## src/logic/rst_irq_pkg.sv

```systemverilog
// Package for the reset, boot-strap and external interrupt pin logic.
// Assumes one 100 MHz core clock; the reset pin is sampled like any input.
// Behaviour
// - Interrupt A input passes a synchroniser first
// - Interrupt A selectable low level or falling edge
// - Interrupt A request wakes core from Stop
// - Interrupt B selectable low level or falling edge
// - Reset pin low holds device in Reset
// - Boot mode captured at reset pin release
// - Internal reset released synchronously after fixed count
// - Boot strap high selects off-chip boot
package rst_irq_pkg;

    // ------------------------------------------------------------
    // Timing
    // ------------------------------------------------------------
    localparam int CLK_PERIOD_NS     = 10;
    localparam int RELEASE_CYCLES    = 16;
    localparam int SYNC_STAGES       = 2;
    localparam int CNT_W             = 8;
    localparam int REF_STARTUP_MS    = 25;
    localparam int REF_STARTUP_CYC   = REF_STARTUP_MS * 1000000 / CLK_PERIOD_NS;
    localparam int REF_CNT_W         = 22;

    // ------------------------------------------------------------
    // Encodings
    // ------------------------------------------------------------
    localparam logic TRIG_LEVEL      = 1'h0;
    localparam logic TRIG_EDGE       = 1'h1;
    localparam logic BOOT_ONCHIP     = 1'h0;
    localparam logic BOOT_OFFCHIP    = 1'h1;
    localparam logic RESET_ACTIVE    = 1'h1;

    typedef enum logic [1:0] {
        ST_RESET,
        ST_COUNT,
        ST_RUN
    } rst_state_type;

    typedef struct packed {
        logic req_a;
        logic req_b;
        logic wake;
    } irq_out_type;

    typedef struct packed {
        logic trig_a;
        logic trig_b;
    } irq_cfg_type;

endpackage

```

## src/logic/rst_irq_boot.sv

```systemverilog
// Reset release, boot-mode latch and two external interrupt conditioners.
// Assumes the core clears pending edge requests by pulsing IRQ_ACK bits.
module rst_irq_boot
#(
    parameter int RELEASE_CYCLES  = rst_irq_pkg::RELEASE_CYCLES,
    parameter int SYNC_STAGES     = rst_irq_pkg::SYNC_STAGES,
    parameter int REF_STARTUP_CYC = rst_irq_pkg::REF_STARTUP_CYC
)
(
    input  wire logic                     CLK_SYS,
    input  wire logic                     SRST,
    input  wire logic                     RESET_N,
    input  wire logic                     OFFCHIP_BOOT_SELECT,
    input  wire logic                     EXT_IRQ_A_N,
    input  wire logic                     EXT_IRQ_B_N,
    input  wire rst_irq_pkg::irq_cfg_type IRQ_CFG,
    input  wire logic [1:0]               IRQ_ACK,
    input  wire logic                     IN_STOP,
    output logic                          CORE_RST,
    output logic                          BOOT_OFFCHIP_MODE,
    output rst_irq_pkg::irq_out_type      IRQ_OUT,
    output logic                          ADC_REF_READY
);
    import rst_irq_pkg::*;

    // ------------------------------------------------------------
    // Synchronisers, one per request pin
    // ------------------------------------------------------------
    logic [1:0]             pin_n;
    logic [1:0]             sync_n;
    logic [1:0]             prev_n_q;
    logic [1:0]             fall;
    logic [1:0]             trig;
    logic [1:0]             level_req;
    logic [1:0]             pend_q;
    logic [1:0]             pend_d;
    logic                   pin_rst;

    // The reset pin clears request state too, so no edge seen in reset survives it
    assign pin_rst = SRST | ~RESET_N;
    assign pin_n   = {EXT_IRQ_B_N, EXT_IRQ_A_N};
    assign trig  = {IRQ_CFG.trig_b, IRQ_CFG.trig_a};

    genvar g;
    generate
        for (g = 0; g < 2; g++)
        begin : g_irq
            logic [SYNC_STAGES-1:0] chain_q;
            // Only the last stage is looked at, to avoid metastable reads
            always_ff @(posedge CLK_SYS)
            begin
                if (pin_rst)
                    chain_q <= {SYNC_STAGES{1'b1}};
                else
                    chain_q <= {chain_q[SYNC_STAGES-2:0], pin_n[g]};
            end
            assign sync_n[g]    = chain_q[SYNC_STAGES-1];
            assign fall[g]      = prev_n_q[g] & ~sync_n[g];
            assign level_req[g] = ~sync_n[g];
            // Edge latch: a new edge wins over a same-cycle acknowledge
            assign pend_d[g]    = fall[g] | (pend_q[g] & ~IRQ_ACK[g]);
        end
    endgenerate

    always_ff @(posedge CLK_SYS)
    begin
        if (pin_rst)
        begin
            prev_n_q <= 2'h3;
            pend_q   <= 2'h0;
        end
        else
        begin
            prev_n_q <= sync_n;
            pend_q   <= pend_d;
        end
    end

    // Level mode follows the pin; edge mode holds until acknowledged
    logic [1:0] req_d;
    assign req_d = (trig & pend_d) | (~trig & level_req);
    logic       wake_d;
    assign wake_d = IN_STOP & req_d[0];

    // ------------------------------------------------------------
    // Reset release sequencer
    // ------------------------------------------------------------
    rst_state_type        state_q;
    rst_state_type        state_d;
    logic [CNT_W-1:0]     cnt_q;
    logic [CNT_W-1:0]     cnt_d;
    logic                 boot_q;
    logic                 releasing;

    assign releasing = (state_q == ST_RESET) & RESET_N;

    always_comb
    begin
        state_d = state_q;
        cnt_d   = cnt_q;
        case (state_q)
            ST_RESET:
            begin
                cnt_d = '0;
                if (RESET_N)
                    state_d = ST_COUNT;
            end
            ST_COUNT:
            begin
                cnt_d = cnt_q + CNT_W'(1);
                if (cnt_q == CNT_W'(RELEASE_CYCLES - 1))
                    state_d = ST_RUN;
            end
            ST_RUN:
                state_d = ST_RUN;
            default:
                state_d = ST_RESET;
        endcase
    end

    always_ff @(posedge CLK_SYS)
    begin
        if (pin_rst)
        begin
            state_q <= ST_RESET;
            cnt_q   <= '0;
        end
        else
        begin
            state_q <= state_d;
            cnt_q   <= cnt_d;
        end
    end

    // Strap caught on the release cycle, then frozen until the next reset
    always_ff @(posedge CLK_SYS)
    begin
        if (SRST)
            boot_q <= BOOT_ONCHIP;
        else if (releasing)
            boot_q <= OFFCHIP_BOOT_SELECT;
    end

    // ------------------------------------------------------------
    // Converter reference startup timer
    // ------------------------------------------------------------
    logic [REF_CNT_W-1:0] ref_cnt_q;
    logic                 ref_done;
    assign ref_done = (ref_cnt_q == REF_CNT_W'(REF_STARTUP_CYC));

    always_ff @(posedge CLK_SYS)
    begin
        if (SRST)
            ref_cnt_q <= '0;
        else if (!ref_done)
            ref_cnt_q <= ref_cnt_q + REF_CNT_W'(1);
    end

    // ------------------------------------------------------------
    // Registered outputs
    // ------------------------------------------------------------
    always_ff @(posedge CLK_SYS)
    begin
        if (pin_rst)
        begin
            CORE_RST      <= RESET_ACTIVE;
            IRQ_OUT       <= '0;
        end
        else
        begin
            CORE_RST      <= (state_d != ST_RUN);
            IRQ_OUT.req_a <= req_d[0];
            IRQ_OUT.req_b <= req_d[1];
            IRQ_OUT.wake  <= wake_d;
        end
    end

    always_ff @(posedge CLK_SYS)
    begin
        if (SRST)
        begin
            BOOT_OFFCHIP_MODE <= BOOT_ONCHIP;
            ADC_REF_READY     <= 1'b0;
        end
        else
        begin
            BOOT_OFFCHIP_MODE <= releasing ? OFFCHIP_BOOT_SELECT : boot_q;
            ADC_REF_READY     <= ref_done;
        end
    end

    // ------------------------------------------------------------
    // Checks
    // ------------------------------------------------------------
    // Helper: edges seen with the reset pin high since it was last low
    logic [CNT_W-1:0] high_cnt_q;

    always_ff @(posedge CLK_SYS)
    begin
        if (pin_rst)
            high_cnt_q <= '0;
        else if (high_cnt_q != '1)
            high_cnt_q <= high_cnt_q + CNT_W'(1);
    end
endmodule

```

## config.mk

```make
export PLATFORM = sky130hd
export DESIGN_NAME = rst_irq_boot
export DESIGN_NICKNAME = d
export VERILOG_FILES = /design/src/logic/rst_irq_pkg.sv /design/src/logic/rst_irq_boot.sv
export SDC_FILE = /design/constraint.sdc
export NUM_CORES = 1
export LEC_CHECK = 0
export CAP_MARGIN = 20
export CORE_ASPECT_RATIO = 1.25
export CORE_UTILIZATION = 50
export DETAILED_ROUTE_END_ITERATION = 10
export DONT_BUFFER_PORTS = 1
export MAX_ROUTING_LAYER = met4
export PLACE_DENSITY = 0.71
export SLEW_MARGIN = 5
export SYNTH_ARGS = -nofsm -noshare
export SYNTH_HDL_FRONTEND = slang
export SYNTH_SLANG_ARGS = --single-unit
```

## constraint.sdc

```tcl
create_clock -name CLK_SYS -period 2.2 [get_ports CLK_SYS]
set_clock_uncertainty 0.2 [all_clocks]
set_input_delay 0.11 -clock CLK_SYS [delete_from_list [all_inputs] [get_ports CLK_SYS]]
set_output_delay 0.11 -clock CLK_SYS [all_outputs]
set_load 0.005 [all_outputs]
```

* After elaboration in Yosys (flattened, before gate mapping)
Cells that the tools add are included.
Operators by class: mux-type cells 4, equality and inequality tests 5, add/sub/neg operators 2, reduce and logical (&&, ||, !) cells 2, bitwise operators 18
Operators with widths (number):
- $add 22x1->22 const B | 1
- $eq 22x22->1 const B | 1
- $pmux 8 s2 | 1
- $add 8x1->8 const B | 1
- $eq 8x4->1 const B | 1
- $and 1x1->1 | 6
- $pmux 2 s3 | 1
- $not 1->1 | 5
- $and 2x2->2 | 2
- $mux 2 | 2
- $or 1x1->1 | 3
- $eq 2x1->1 const B | 1
- $eq 2x2->1 const B | 1
- $logic_not 2->1 | 1
- $ne 2x2->1 const B | 1
- $not 2->2 | 1
- $or 2x2->2 | 1
- $reduce_bool 2->1 | 1
Word-level totals: input bits 11, logic and storage cells 44, bits in registers 46, output and inout port bits 6

* Logic depth before layout (Yosys ltp)
depth after elaboration 6, depth in mapped cells 6, mapped depth without buffers 6

* Least setup slack after synthesis
Ideal clock, no wire load.
path type register to register, from reg ref_cnt_q[2], to reg ref_cnt_q[0], clock period less this slack 1751 ps, slack 449 ps, arrival time 1431 ps, required time 1879 ps, path buffers 0, stages on the path, launching flop included 4, library setup time 121 ps, path through dfxtp_1 -> or4b_1 -> nor3_2 -> mux2_2
Between the ends: longest elaborated chain between the ends 1
RTL lines:
- from (decl) | RTL line rst_irq_boot.sv:147 | logic [REF_CNT_W-1:0] ref_cnt_q;
- from (signal assigned) | RTL line rst_irq_boot.sv:156 | ref_cnt_q <= ref_cnt_q + REF_CNT_W'(1);
- $eq 22x22->1 | RTL line rst_irq_boot.sv:149 | assign ref_done = (ref_cnt_q == REF_CNT_W'(REF_STARTUP_CYC));
Every way passes these cells. A chain may end at the register's enable or synchronous reset.

* Final worst setup path
from in SRST, to reg BOOT_OFFCHIP_MODE
RTL lines:
- from (decl) | RTL line rst_irq_boot.sv:11 | input wire logic SRST,
- to (signal assigned) | RTL line rst_irq_boot.sv:187 | BOOT_OFFCHIP_MODE <= releasing ? OFFCHIP_BOOT_SELECT : boot_q;
- to (decl) | RTL line rst_irq_boot.sv:20 | output logic BOOT_OFFCHIP_MODE,
No word-level cell between the ends.

==> metrics.txt <==
initial antenna violation count=0; postcts setup bufs=0; ranking of synthesized cells by area=dfxtp_1 (46%), xor2_1 (5.3%), nor2_1 (5.1%), a21oi_1 (3.3%), nand4_1 (3.1%); fin nets=248; min Tclk post-route=2000 ps; vias in the first global route=1370; maximum buffer depth of the clock tree=2; warnings from Yosys=0; die height=a little over 70 µm; XOR/XNOR share of the synthesized area=7.04%; post-synthesis simple-gate area fraction=31.6%; Adder-Cell Fraction of Synth Area=under 10%; final wirelength=3750 µm; status=complete, no violations; Max Cap Viol=0; core area=0.00378 mm²; Setup Crit Path Kind=in -> reg; fin area=0.00224 mm²; Hold WC Path Type=reg -> reg; Synthesized Nets=236; largest family of logic cells by synthesized area=simple AND/OR/NAND/NOR gates; Mapped Area=0.00199 mm²; placed cell count=270; # IOs=17; Tightest Pin Transition=1030 ps; post-synthesis mux area share=between 2 and 2.5%; Most used DFF post-synth=dfxtp_1; top cell type by total area after synthesis=dfxtp_1; detailed-route via count=1584; FFs w/ async S/R, synth=0%; GRT Overall Usage=19.1%; post-synth cell types=45; vias per cell=between 5 and 6; CTS H-tree depth=2; Clock Sink Count=46; DRT iter0 DRCs=78; RSZ-0062 raised after global routing=false; Final period util=90.9%; input/output buffers=0; row cnt=25; placed cell area=0.00204 mm²; peak supply drop=0.330 mV; Place WS=282 ps; Die X=just under 60 µm; Setup TNS=0 ps; Slew Viols, Final=0; overflow left after global routing=0; Avg WL per Cell=13.0 µm; post-synthesis sequential area ratio=46.3%; Layout fillers=324; Syn-to-layout area delta=12.6%; relative slew slack=31.4%; Lkg Pwr=0.790 nW; CTS Buf Count=5; GP Congestion=0.795; worst-skew pair later-pin latency=300 ps; diode count=0; critical path required time=2200 ps; Die ar.=0.00424 mm²; clock-pin slew on the worst setup and hold paths=90 ps; clock root buffer=clkbuf_8; layout cell share with drive strength beyond 1=11.5%; PostCTS Resize Cnt=0; endpoint class of the critical path=flop; FF+latch count, synth=46; antenna-violating nets left=0; compound-cell area share of the yosys netlist=7.74%; Max FO, Critical Path=29; area share of the largest cell type after synthesis=46.3%; detailed placement HPWL=2370 µm; Final Non-Filler Cells=roughly 290; TritonCTS clock tree=done; crit path DAT=2000 ps; Final Hold Slack=219 ps; Max Clock Freq=0.500 GHz; EDFF count, synth=0; hold_buf cts=11; Worst Setup Start Kind=input port; drt drc=0; First-pass DRT Iterations=4; largest net degree at the start of global routing=30; Hold Fails Final Rpt=0; Post-Syn Instances=222; Avg Inst Size Synth=8.96 µm²; first-pass GRT wire length=6020 µm; Design Power=1.45 mW; Pwr Density=648 mW/mm²; initial core utilization=52.6%; final core occ=roughly three fifths; final setup fails=0; Worst Setup Slack, final=200 ps
-- power by group --
group	internal, mW	switching (mW)
clock	0.227	0.301
combinational	0.0326	0.0348
sequential	0.843	0.0117
-- critical path: stages --
cell and delay, ps:
dlygate4sd3_1 1210, a21oi_1 70, dlygate4sd3_1 600
-- routing by layer --
layer | track usage (%) | up-vias | share of wire, %
met4 | 6.35 | 0 | 1.3
li1 | - | 799 | -
met2 | 30.1 | 30 | 46
met3 | 5.53 | 5 | 4.4
met1 | 23.3 | 750 | 49
met5 | - | - | 0
-- cell usage in the layout (no fill, tap or decap), types with 3 or more instances in the layout --
master / n
dlygate4sd3_1: 11
a21oi_1: 13
o21ai_0: 5
inv_1: 8
mux2_2: 3
or3_1: 6
nand2b_1: 6
ha_1: 3
clkbuf_8: 5
xnor2_1: 4
nor4_1: 4
nand2_1: 11
nor2_1: 27
nand4_1: 10
or2_2: 7
nor2b_1: 4
xor2_1: 12
nand3_1: 12
dfxtp_1: 46
-- synth_stat cells, types with 4 or more instances --
library cell,count
nor2b_1,4
nand4_1,10
or3_1,6
o21ai_0,5
or2_2,7
nand3_1,12
nor4_1,4
nor2_1,27
dfxtp_1,46
a21oi_1,13
nand2b_1,6
clkbuf_1,7
inv_1,8
xnor2_1,4
xor2_1,12
nand2_1,11
-- kinds of logic (layout without fill, tap and decap cells) --
kind of cell	count (synthesis)	count (layout)
muxes	4	4
and+or+nand+nor	110	110
xor gates and xnor gates	16	16
adders and majority gates	3	3
AOI/OAI and AO/OA	27	27
buffers and inverters	16	29
DFF	46	46
-- sequential cells by signal (all words and copies together) (netlist names) --
register	flops
ref_cnt_q	22
cnt_q	8
g_irq.chain_q	4
IRQ_OUT	3
pend_q	2
prev_n_q	2
state_q	2
ADC_REF_READY	1
BOOT_OFFCHIP_MODE	1
CORE_RST	1
-- layout make-up --
type / instances / area, µm² / area share (%)
clock buffer: 5 / 68.8 / 3.07
clock inverter: 3 / 23.8 / 1.06
inverter: 8 / 30.0 / 1.34
multi-input combinational: 160 / 1000 / 44.8
sequential: 46 / 921 / 41.1
tap: 54 / 67.6 / 3.02
timing repair buffer: 13 / 125 / 5.58
-- final timing paths --
path / start / end / slack, ps / cells past startpoint
max reg2reg: ref_cnt_q[0] / ref_cnt_q[0] / 260 / 6
max: SRST / BOOT_OFFCHIP_MODE / 200 / 3
min reg2reg: g_irq[1].chain_q[0] / g_irq[1].chain_q[1] / 220 / 1
min: g_irq[1].chain_q[0] / g_irq[1].chain_q[1] / 220 / 1
Note: power is estimated with default switching activity, not from simulation.
